`config.mk`:
```
export PLATFORM = sky130hd
export DESIGN_NAME = wssd_top
export DESIGN_NICKNAME = d
export VERILOG_FILES = /design/src/core/wssd_pkg.sv /design/src/core/wssd_top.sv
export SDC_FILE = /design/constraint.sdc
export NUM_CORES = 1
export LEC_CHECK = 0
export BUFFER_PORTS_ARGS = -buffer_cell sky130_fd_sc_hd__buf_2
export CAP_MARGIN = 0
export CORE_MARGIN = 3
export CORE_UTILIZATION = 31
export DETAILED_ROUTE_END_ITERATION = 7
export PLACE_DENSITY_LB_ADDON = 0.15
export SYNTH_ARGS = -nofsm -noshare
export SYNTH_HDL_FRONTEND = slang
export SYNTH_SLANG_ARGS = --single-unit
```
`constraint.sdc`:
```
create_clock -name aclk -period 2.8 [get_ports aclk]
set_input_delay 0.42 -clock aclk [delete_from_list [all_inputs] [get_ports aclk]]
set_output_delay 0.42 -clock aclk [all_outputs]
set_load 0.01 [all_outputs]
```
`src/core/wssd_pkg.sv`:
```
// package for the steering, shutdown and rising dead-band block
// assumes an axi4-lite master with 32-bit data and one clock domain
package wssd_pkg;
	// register byte addresses
	localparam logic [3:0] WSSD_STR_ADDR = 4'h0; // output steering control
	localparam logic [3:0] WSSD_AS0_ADDR = 4'h4; // shutdown control and status
	localparam logic [3:0] WSSD_AS1_ADDR = 4'h8; // shutdown source enables
	localparam logic [3:0] WSSD_DBR_ADDR = 4'hc; // rising dead-band count
	// field positions
	localparam int WSSD_SHUT_BIT = 7;
	localparam int WSSD_REN_BIT  = 6;
	// reset values
	localparam logic [7:0] WSSD_STR_RST = 8'h00;
	localparam logic [7:0] WSSD_AS0_RST = 8'h14; // both level fields 01
	localparam logic [4:0] WSSD_AS1_RST = 5'h00;
	localparam logic [5:0] WSSD_DBR_RST = 6'h00;
	// shutdown level codes
	localparam logic [1:0] WSSD_LVL_HIGH = 2'h3;
	localparam logic [1:0] WSSD_LVL_LOW  = 2'h2;
	localparam logic [1:0] WSSD_LVL_HIZ  = 2'h1;
	localparam logic [1:0] WSSD_LVL_IDLE = 2'h0;
	// mode codes
	localparam logic [2:0] WSSD_MODE_ASYNC = 3'h0;
	localparam logic [2:0] WSSD_MODE_SYNC  = 3'h1;
	// axi responses
	localparam logic [1:0] WSSD_RESP_OKAY   = 2'h0;
	localparam logic [1:0] WSSD_RESP_SLVERR = 2'h2;

	// shutdown request sources
	typedef struct packed {
		logic logic_cell_four_output;
		logic logic_cell_two_output;
		logic comparator_two_result;
		logic comparator_one_result;
		logic pin_selected_shutdown_input;
	} wssd_src_t;

	// generator core settings from outside the block
	typedef struct packed {
		logic       enable;
		logic [2:0] mode;
		logic [3:0] invert; // d c b a
	} wssd_core_t;
endpackage

```
`src/core/wssd_top.sv`:
```
// steering, auto-shutdown and rising dead-band logic of a waveform generator
// assumes core settings and sources are synchronous to aclk, the generator clock
//
// The implementer's own choices: the register addresses and register access over AXI4-Lite.
`timescale 1ns/10ps
module wssd_top
	import wssd_pkg::*;
(
	input  wire logic              aclk,
	input  wire logic              aresetn,
	input  wire logic [3:0]        s_axi_awaddr,
	input  wire logic              s_axi_awvalid,
	output logic                   s_axi_awready,
	input  wire logic [31:0]       s_axi_wdata,
	input  wire logic [3:0]        s_axi_wstrb,
	input  wire logic              s_axi_wvalid,
	output logic                   s_axi_wready,
	output logic [1:0]             s_axi_bresp,
	output logic                   s_axi_bvalid,
	input  wire logic              s_axi_bready,
	input  wire logic [3:0]        s_axi_araddr,
	input  wire logic              s_axi_arvalid,
	output logic                   s_axi_arready,
	output logic [31:0]            s_axi_rdata,
	output logic [1:0]             s_axi_rresp,
	output logic                   s_axi_rvalid,
	input  wire logic              s_axi_rready,
	input  wire wssd_pkg::wssd_core_t core_cfg,
	input  wire logic              data_in,
	input  wire wssd_pkg::wssd_src_t shutdown_src,
	output logic [3:0]             wave_out,
	output logic [3:0]             wave_out_en
);
	import wssd_pkg::*;

	logic [7:0] str_ff;        // overrides high nibble, steer enables low
	logic [3:0] steer_act_ff;  // active steer enables
	logic       shut_ff;       // shutdown status flag
	logic       ren_ff;        // auto-restart enable
	logic [1:0] lvl_bd_ff;     // level code for b and d
	logic [1:0] lvl_ac_ff;     // level code for a and c
	logic [4:0] src_en_ff;     // source enables
	logic [5:0] dbr_ff;        // rising dead-band count
	logic       hold_ff;       // outputs held until data rises
	logic       data_d_ff;     // data input delayed one cycle
	logic [5:0] db_cnt_ff;     // dead-band countdown
	logic       data_db_ff;    // data after rising dead-band
	logic       idle_ok_ff;    // dead-band elapsed since shutdown
	logic [5:0] idle_cnt_ff;   // idle dead-band countdown
	logic [3:0] nxt_wave;      // next output values
	logic [3:0] nxt_wave_en;   // next output enables
	logic       aw_got_ff;     // write address taken
	logic       w_got_ff;      // write data taken
	logic [3:0] aw_ff;         // held write address
	logic [31:0] wd_ff;        // held write data
	logic       data_rise;     // rising edge of data input
	logic       src_hit;       // an enabled source requests shutdown
	logic       steer_mode;    // mode is 00x
	logic       wr_go;         // write performed this cycle
	logic       shut_wr;       // software writes the shutdown register
	logic       in_shut;       // outputs in shutdown state

	// level code to pin drive and enable, idle uses polarity
	function automatic logic [1:0] lvl_drive(input logic [1:0] code, input logic inv,
		input logic ok);
		case (code)
			WSSD_LVL_HIGH: lvl_drive = 2'b11;
			WSSD_LVL_LOW:  lvl_drive = 2'b01;
			WSSD_LVL_HIZ:  lvl_drive = 2'b00;
			default:       lvl_drive = {inv, ok};
		endcase
	endfunction

	assign data_rise  = data_in & ~data_d_ff;
	assign src_hit    = |(src_en_ff & shutdown_src);
	assign steer_mode = (core_cfg.mode[2:1] == 2'b00);
	assign wr_go      = aw_got_ff & w_got_ff & ~s_axi_bvalid;
	assign shut_wr    = wr_go & (aw_ff == WSSD_AS0_ADDR);
	assign in_shut    = shut_ff | hold_ff;

	// write address and data channels, taken in either order
	always_ff @(posedge aclk) begin
		if (!aresetn) begin
			aw_got_ff <= 1'b0;
			w_got_ff  <= 1'b0;
			aw_ff     <= 4'h0;
			wd_ff     <= 32'h0;
		end else if (wr_go) begin
			aw_got_ff <= 1'b0;
			w_got_ff  <= 1'b0;
		end else begin
			if (s_axi_awvalid && s_axi_awready) begin
				aw_got_ff <= 1'b1;
				aw_ff     <= s_axi_awaddr;
			end
			if (s_axi_wvalid && s_axi_wready) begin
				w_got_ff <= 1'b1;
				wd_ff    <= s_axi_wdata & {{24{1'b0}}, {8{s_axi_wstrb[0]}}};
			end
		end
	end

	// ready flops mirror what is still missing
	always_ff @(posedge aclk) begin
		if (!aresetn) begin
			s_axi_awready <= 1'b0;
			s_axi_wready  <= 1'b0;
		end else begin
			s_axi_awready <= ~s_axi_awready & ~aw_got_ff & ~s_axi_bvalid & s_axi_awvalid;
			s_axi_wready  <= ~s_axi_wready & ~w_got_ff & ~s_axi_bvalid & s_axi_wvalid;
		end
	end

	// write response
	always_ff @(posedge aclk) begin
		if (!aresetn) begin
			s_axi_bvalid <= 1'b0;
			s_axi_bresp  <= WSSD_RESP_OKAY;
		end else if (wr_go) begin
			s_axi_bvalid <= 1'b1;
			if (aw_ff == WSSD_STR_ADDR || aw_ff == WSSD_AS0_ADDR ||
				aw_ff == WSSD_AS1_ADDR || aw_ff == WSSD_DBR_ADDR) begin
				s_axi_bresp <= WSSD_RESP_OKAY;
			end else begin
				s_axi_bresp <= WSSD_RESP_SLVERR;
			end
		end else if (s_axi_bready) begin
			s_axi_bvalid <= 1'b0;
		end
	end

	// configuration registers
	always_ff @(posedge aclk) begin
		if (!aresetn) begin
			str_ff    <= WSSD_STR_RST;
			ren_ff    <= WSSD_AS0_RST[WSSD_REN_BIT];
			lvl_bd_ff <= WSSD_AS0_RST[5:4];
			lvl_ac_ff <= WSSD_AS0_RST[3:2];
			src_en_ff <= WSSD_AS1_RST;
			dbr_ff    <= WSSD_DBR_RST;
		end else if (wr_go) begin
			if (aw_ff == WSSD_STR_ADDR) begin
				str_ff <= wd_ff[7:0];
			end else if (aw_ff == WSSD_AS0_ADDR) begin
				ren_ff    <= wd_ff[WSSD_REN_BIT];
				lvl_bd_ff <= wd_ff[5:4];
				lvl_ac_ff <= wd_ff[3:2];
			end else if (aw_ff == WSSD_AS1_ADDR) begin
				src_en_ff <= wd_ff[4:0];
			end else if (aw_ff == WSSD_DBR_ADDR) begin
				dbr_ff <= wd_ff[5:0];
			end
		end
	end

	// active steer enables: direct in async mode, on data rise in sync mode
	always_ff @(posedge aclk) begin
		if (!aresetn) begin
			steer_act_ff <= WSSD_STR_RST[3:0];
		end else if (core_cfg.mode != WSSD_MODE_SYNC) begin
			steer_act_ff <= str_ff[3:0];
		end else if (data_rise) begin
			steer_act_ff <= str_ff[3:0];
		end
	end

	// shutdown flag: sources set it, set wins over any clear
	always_ff @(posedge aclk) begin
		if (!aresetn) begin
			shut_ff <= 1'b0;
		end else if (src_hit) begin
			shut_ff <= 1'b1;
		end else if (shut_wr && !core_cfg.enable && wd_ff[WSSD_SHUT_BIT]) begin
			shut_ff <= 1'b1;
		end else if (shut_wr && !wd_ff[WSSD_SHUT_BIT]) begin
			shut_ff <= 1'b0;
		end else if (ren_ff) begin
			shut_ff <= 1'b0;
		end
	end

	// hold after the flag clears until the data input rises
	always_ff @(posedge aclk) begin
		if (!aresetn) begin
			hold_ff <= 1'b0;
		end else if (shut_ff) begin
			hold_ff <= 1'b1;
		end else if (data_rise) begin
			hold_ff <= 1'b0;
		end
	end

	// rising dead-band: delay rising edge dbr_ff cycles, falls pass
	always_ff @(posedge aclk) begin
		if (!aresetn) begin
			data_d_ff  <= 1'b0;
			db_cnt_ff  <= 6'h00;
			data_db_ff <= 1'b0;
		end else begin
			data_d_ff <= data_in;
			if (!data_in) begin
				data_db_ff <= 1'b0;
				db_cnt_ff  <= 6'h00;
			end else if (dbr_ff == 6'h00) begin
				data_db_ff <= 1'b1;
			end else if (data_rise) begin
				db_cnt_ff <= dbr_ff;
			end else if (db_cnt_ff > 6'h01) begin
				db_cnt_ff <= db_cnt_ff - 6'h01;
			end else begin
				data_db_ff <= 1'b1;
			end
		end
	end

	// idle level waits one dead-band interval after shutdown starts
	always_ff @(posedge aclk) begin
		if (!aresetn) begin
			idle_cnt_ff <= 6'h00;
			idle_ok_ff  <= 1'b0;
		end else if (!in_shut) begin
			idle_cnt_ff <= dbr_ff;
			idle_ok_ff  <= 1'b0;
		end else if (idle_cnt_ff != 6'h00) begin
			idle_cnt_ff <= idle_cnt_ff - 6'h01;
		end else begin
			idle_ok_ff <= 1'b1;
		end
	end

	// next output drive per pin
	always_comb begin
		logic [1:0] d;
		d = 2'b00;
		nxt_wave    = 4'h0;
		nxt_wave_en = 4'h0;
		for (int i = 0; i < 4; i++) begin
			if (in_shut) begin
				d = lvl_drive(i[0] ? lvl_bd_ff : lvl_ac_ff, core_cfg.invert[i], idle_ok_ff);
				nxt_wave[i]    = d[1];
				nxt_wave_en[i] = d[0];
			end else if (!steer_mode || !core_cfg.enable) begin
				nxt_wave[i]    = core_cfg.invert[i];
				nxt_wave_en[i] = 1'b1;
			end else if (steer_act_ff[i]) begin
				nxt_wave[i]    = data_db_ff ^ core_cfg.invert[i];
				nxt_wave_en[i] = 1'b1;
			end else begin
				nxt_wave[i]    = str_ff[4 + i];
				nxt_wave_en[i] = 1'b1;
			end
		end
	end

	// registered pin outputs
	always_ff @(posedge aclk) begin
		if (!aresetn) begin
			wave_out    <= 4'h0;
			wave_out_en <= 4'h0;
		end else begin
			wave_out    <= nxt_wave;
			wave_out_en <= nxt_wave_en;
		end
	end

	// read channel, one cycle answer
	always_ff @(posedge aclk) begin
		if (!aresetn) begin
			s_axi_arready <= 1'b0;
			s_axi_rvalid  <= 1'b0;
			s_axi_rdata   <= 32'h0;
			s_axi_rresp   <= WSSD_RESP_OKAY;
		end else if (s_axi_rvalid) begin
			if (s_axi_rready) begin
				s_axi_rvalid <= 1'b0;
			end
		end else if (s_axi_arready) begin
			s_axi_arready <= 1'b0;
		end else if (s_axi_arvalid) begin
			s_axi_arready <= 1'b1;
			s_axi_rvalid  <= 1'b1;
			s_axi_rresp   <= WSSD_RESP_OKAY;
			if (s_axi_araddr == WSSD_STR_ADDR) begin
				s_axi_rdata <= {24'h0, str_ff};
			end else if (s_axi_araddr == WSSD_AS0_ADDR) begin
				s_axi_rdata <= {24'h0, shut_ff, ren_ff, lvl_bd_ff, lvl_ac_ff, 2'b00};
			end else if (s_axi_araddr == WSSD_AS1_ADDR) begin
				s_axi_rdata <= {27'h0, src_en_ff};
			end else if (s_axi_araddr == WSSD_DBR_ADDR) begin
				s_axi_rdata <= {26'h0, dbr_ff};
			end else begin
				s_axi_rdata <= 32'h0;
				s_axi_rresp <= WSSD_RESP_SLVERR;
			end
		end
	end
endmodule

```
# Yosys cells after proc, flatten, opt, wreduce, memory -nomap -nowiden
# Index checks and enable logic that the tools add are counted.
dict set report word_totals {
  input_bits 65
  latch_bits 0
  elab_cells 163
  romBits 0
  ram_bits 0
  regBits 108
  out_inout_bits 49
  n_memories 0
}
dict set report classes {
  shifts 0
  mul 0
  mux 50
  n_eq_ne 16
  order_cmp 1
  n_div 0
  add_sub_neg 2
  reduce_logical 35
  bitwise_logic 31
}
# op n
set ops {}
lappend ops {{$mux 6} 6}
lappend ops {{$mux 1} 31}
lappend ops {{$pmux 2 s3} 4}
lappend ops {{$eq 4x4->1 const B} 4}
lappend ops {{$mux 8} 2}
lappend ops {{$not 1->1} 14}
lappend ops {{$reduce_and 2->1} 7}
lappend ops {{$sub 6x1->6 const B} 2}
lappend ops {{$and 1x1->1} 10}
lappend ops {{$mux 2} 5}
lappend ops {{$and 8x8->8} 1}
lappend ops {{$eq 2x2->1 const B} 4}
lappend ops {{$eq 4x3->1 const B} 2}
lappend ops {{$logic_not 4->1} 2}
lappend ops {{$mux 4} 2}
lappend ops {{$reduce_bool 2->1} 4}
lappend ops {{$gt 6x1->1 const B} 1}
lappend ops {{$logic_not 6->1} 1}
lappend ops {{$reduce_and 3->1} 2}
lappend ops {{$reduce_bool 6->1} 1}
lappend ops {{$and 5x5->5} 1}
lappend ops {{$logic_and 1x1->1} 5}
lappend ops {{$reduce_and 5->1} 1}
lappend ops {{$reduce_or 5->1} 1}
lappend ops {{12 further kinds} 22}

# Longest topological paths before layout
dict set report depth {
  word_depth 7
  ltp_mapped 6
  depth_no_buf 6
}

# Worst setup path before layout
# No wires, ideal clock.
dict set report synth_timing {
  path_kind {register to register}
  start {reg db_cnt_ff[0]}
  end {reg db_cnt_ff[0]}
  synth_period_minus_slack_ps 1576
  setup_time_ps 74
  path_stages_with_launch 6
  path_buffers 0
  arrival_ps 1502
  t_required_ps 2726
  setup_slack_ps 1224
  path_cell_list {dfxtp_1 inv_1 ha_1 o211a_2 or4_1 a31oi_1}
}
dict set report synth_via {
  elab_chain_len 3
  word_cells_on_any_way 6
  classes_between {add/sub (1); order compare (1); mux (2); reduce/logical (2)}
}
# item line_no
set synth_lines {}
lappend synth_lines {{from (decl)} wssd_top.sv:46} ;# logic [5:0] db_cnt_ff;
lappend synth_lines {{from (signal assigned)} wssd_top.sv:207} ;# db_cnt_ff <= dbr_ff;
lappend synth_lines {{from (signal assigned)} wssd_top.sv:209} ;# db_cnt_ff <= db_cnt_ff - 6'h01;
lappend synth_lines {{$sub 6x1->6 or $gt 6x1->1 (tied branches)} {wssd_top.sv:209, wssd_top.sv:208}}
lappend synth_lines {{$mux 6 or $reduce_bool 2->1 (tied branches)} -}
lappend synth_lines {{$mux 6 or $reduce_and 2->1 (tied branches)} -}
# Parallel ways exist; a longest one is shown, timed or not. The select of a mux whose other input is x is not followed.
# A chain may end at the register's enable or synchronous reset.

# Worst setup path in the final report
dict set report layout_timing {
  start {reg dbr_ff[3]}
  end {reg db_cnt_ff[2]}
}
dict set report layout_via {
  elab_chain_len 3
}
# item line_no
set layout_lines {}
lappend layout_lines {{from (decl)} wssd_top.sv:43} ;# logic [5:0] dbr_ff;
lappend layout_lines {{from (signal assigned)} wssd_top.sv:151} ;# dbr_ff <= wd_ff[5:0];
lappend layout_lines {{$logic_not 6->1} wssd_top.sv:204} ;# end else if (dbr_ff == 6'h00) begin
lappend layout_lines {{$not 1->1 (no line)} -}
lappend layout_lines {{$reduce_and 2->1 (no line)} -}
# Every way passes these cells.

==> impl_results.md <==
* Largest net degree at the start of global routing at 40
* Initial DRC Count at 199
* Core Area at 11600 µm²
* Yosys cell types at 54
* Worst slew margin at 56.6%
* Fillers at 1233
* Post-Syn Area at 3730 µm²
* Ys async rst share at 0%
* CP Max Fanout at 11
* Startpoint types: flop
* Post_cts resized at 0
* Area Overhead vs Synth at 16.5%
* First-pass GRT wire length at 15200 µm
* Vias in the first global route at 2931
* Flops & latches, synth at 80
* RePlAce Congestion at 0.773
* Vias at 3116
* Setup TNS at 0 ns
* Die width at 116 µm
* CTS Root Buffer Type: clkbuf_16
* Initial core utilization at 32.1%
* Pre-Repair DR Iteration Count at 4
* Worst-skew pair later-pin latency at 0.34 ns
* Clock Skew at 0.00993 ns
* Yosys Warn Count at 0
* Total routed wirelength at 9260 µm
* Worst path arrival time at 2.07 ns
* Crit path time final at 1.86 ns
* Gate Count Post-Synth at 428
* Clk slew on worst S/H paths at 0.06 ns
* RSZ-0062 raised after global routing: no
* Worst vdd ir at 325 µV
* CTS tree: done
* Sink Count at 80
* NumNets Final at 546
* WP data required at 3.02 ns
* Setup CP Type: flop to flop
* Actual slew at the worst max-slew pin at 0.647 ns
* Post-CTS setup buffer count at 0
* Count of final hold-check violations at 0
* Cell Pwr Density at 618 nW/µm²
* Final WS setup at 0.944 ns
* Htree depth at 3
* Antenna viol nets, final at 0
* Rows at 39
* Ant. Diodes at 0
* Via density at 4.99
* Max_cap viols at 0
* Sequential fraction of the synthesis area at 42.9%
* GRT Residual Overflow at 0
* Top FF cell, synth: dfxtp_1
* Max-slew violations at 0
* Leakage Power at 1.85 nW
* Dpl ws at 0.936 ns
* Die area at 13400 µm²
* Die Y at 116 µm
* Detailed placement HPWL at 6840 µm
* Status: complete, no violations
* Final core occ at 37.4%
* DR DRC count at 0
* EDFF count, synth at 0
* I/O Buffers at 60
* Antenna violations before repair at 0
* Drt wl/cell at 14.8 µm
* GRT Util Overall at 14.5%
* Syn avg cell area at 8.72 µm²
* Endpoints failing setup at 0
* Num CTS Buffers at 9
* Critical Path Sink Type: flop
* Fraction of layout cells with a size suffix above 1 at 18.7%
* Period utilisation layout at 66.3%
* Hold WS at 0.321 ns
* CTS hold repair buffers at 0
* Hold Path Class: input pin to flop
* Ports at 114
* Achievable Freq at 539 MHz
* Largest buffer count on any clock path at 2
critical path, stage by stage (launching register included):
cell	delay (ns)
dfxtp_1	0.35
or4_1	0.54
nor3_2	0.51
or2_2	0.26
o31ai_1	0.07
layout by cell type (no fill, tap or decap), types with 8 or more instances in the layout:
cell	Yosys	final
nor2_1	43	43
mux2i_1	21	21
nand3_1	26	26
a211oi_1	8	8
buf_2	3	60
inv_1	10	10
nor3b_1	9	9
o21ai_0	26	26
clkbuf_16	0	9
nand2_1	30	30
a21oi_1	38	38
dfxtp_1	80	80
a22oi_1	8	8
conb_1	1	26
state kept, by name, summed over array words and instances (netlist names), 2 cells and up:
signal	cells
s_axi_rdata	8
str_ff	8
wd_ff	8
db_cnt_ff	6
dbr_ff	6
idle_cnt_ff	6
src_en_ff	5
aw_ff	4
steer_act_ff	4
wave_out	4
lvl_ac_ff	2
lvl_bd_ff	2
wave_out_en	2
stage by stage:
step / std cells / instance area, µm² / total power [W]
2_1_floorplan: 453 / 3830 / 0.00132
3_3_place_gp: 610 / 4000 / 0.00135
3_5_place_dp: 610 / 4000 / 0.00136
4_1_cts: 624 / 4350 / 0.00272
5_1_grt: 624 / 4350 / 0.00280
6_report: 624 / 4350 / 0.00269
final cells by class:
| type | instances | area [µm²] | area share [%] |
|---|---|---|---|
| multi-input cells | 314 | 1860 | 42.9 |
| flip-flops and latches | 80 | 1600 | 36.8 |
| repair buffers | 63 | 323 | 7.43 |
| clock buffers | 11 | 253 | 5.81 |
| well taps | 143 | 179 | 4.12 |
| clock inverters | 3 | 90.1 | 2.07 |
| inverters | 10 | 37.5 | 0.864 |
synthesized netlist by cell type, types with 4 or more instances:
library cell | number | area [µm²]
a211oi_1 | 8 | 60.1
a21oi_1 | 38 | 190
a22oi_1 | 8 | 60.1
buf_4 | 29 | 218
clkbuf_1 | 12 | 45.0
dfxtp_1 | 80 | 1600
inv_1 | 10 | 37.5
mux2i_1 | 21 | 210
nand2_1 | 30 | 113
nand2b_1 | 6 | 37.5
nand3_1 | 26 | 130
nor2_1 | 43 | 161
nor2b_1 | 7 | 43.8
nor3_1 | 7 | 35.0
nor3b_1 | 9 | 67.6
o21ai_0 | 26 | 130
o21ai_1 | 5 | 25.0
o31ai_1 | 4 | 30.0
where the power goes:
group	total [W]	switching, W	internal [W]
Combinational	0.000161	0.000103	0.0000580
Sequential	0.00117	0.0000144	0.00116
Clock	0.00135	0.000445	0.000910
Total	0.00269	0.000563	0.00212
final timing paths:
check | from | end | slack (ns) | cells after the start
worst min register to register | s_axi_awready$_SDFF_PN0_ | s_axi_awready$_SDFF_PN0_ | 0.45 | 1
worst min-delay path | s_axi_awaddr[3] | aw_ff[3]$_SDFFE_PN0P_ | 0.32 | 3
worst max-delay path | dbr_ff[3]$_SDFFE_PN0P_ | db_cnt_ff[2]$_SDFFE_PN0P_ | 0.94 | 4
worst max register to register | dbr_ff[3]$_SDFFE_PN0P_ | db_cnt_ff[2]$_SDFFE_PN0P_ | 0.94 | 4
logic make-up after synthesis:
family,synth area share (%)
simple gates,20.8
compound gates,17.0
flops,42.9
buf+inv,9.69
mux,8.35
fa+ha+maj,1.01
other cells,0.100
xor+xnor,0.235
metal layers:
| metal | GRT usage, % | up-vias | wire length [µm] |
|---|---|---|---|
| li1 | - | 1575 | - |
| met1 | 19.8 | 1440 | 4420 |
| met2 | 21.6 | 92 | 4050 |
| met3 | 5.33 | 9 | 675 |
| met4 | 4.33 | 0 | 113 |
| met5 | 0 | - | 0 |
Note: power is estimated with default switching activity, not from simulation.
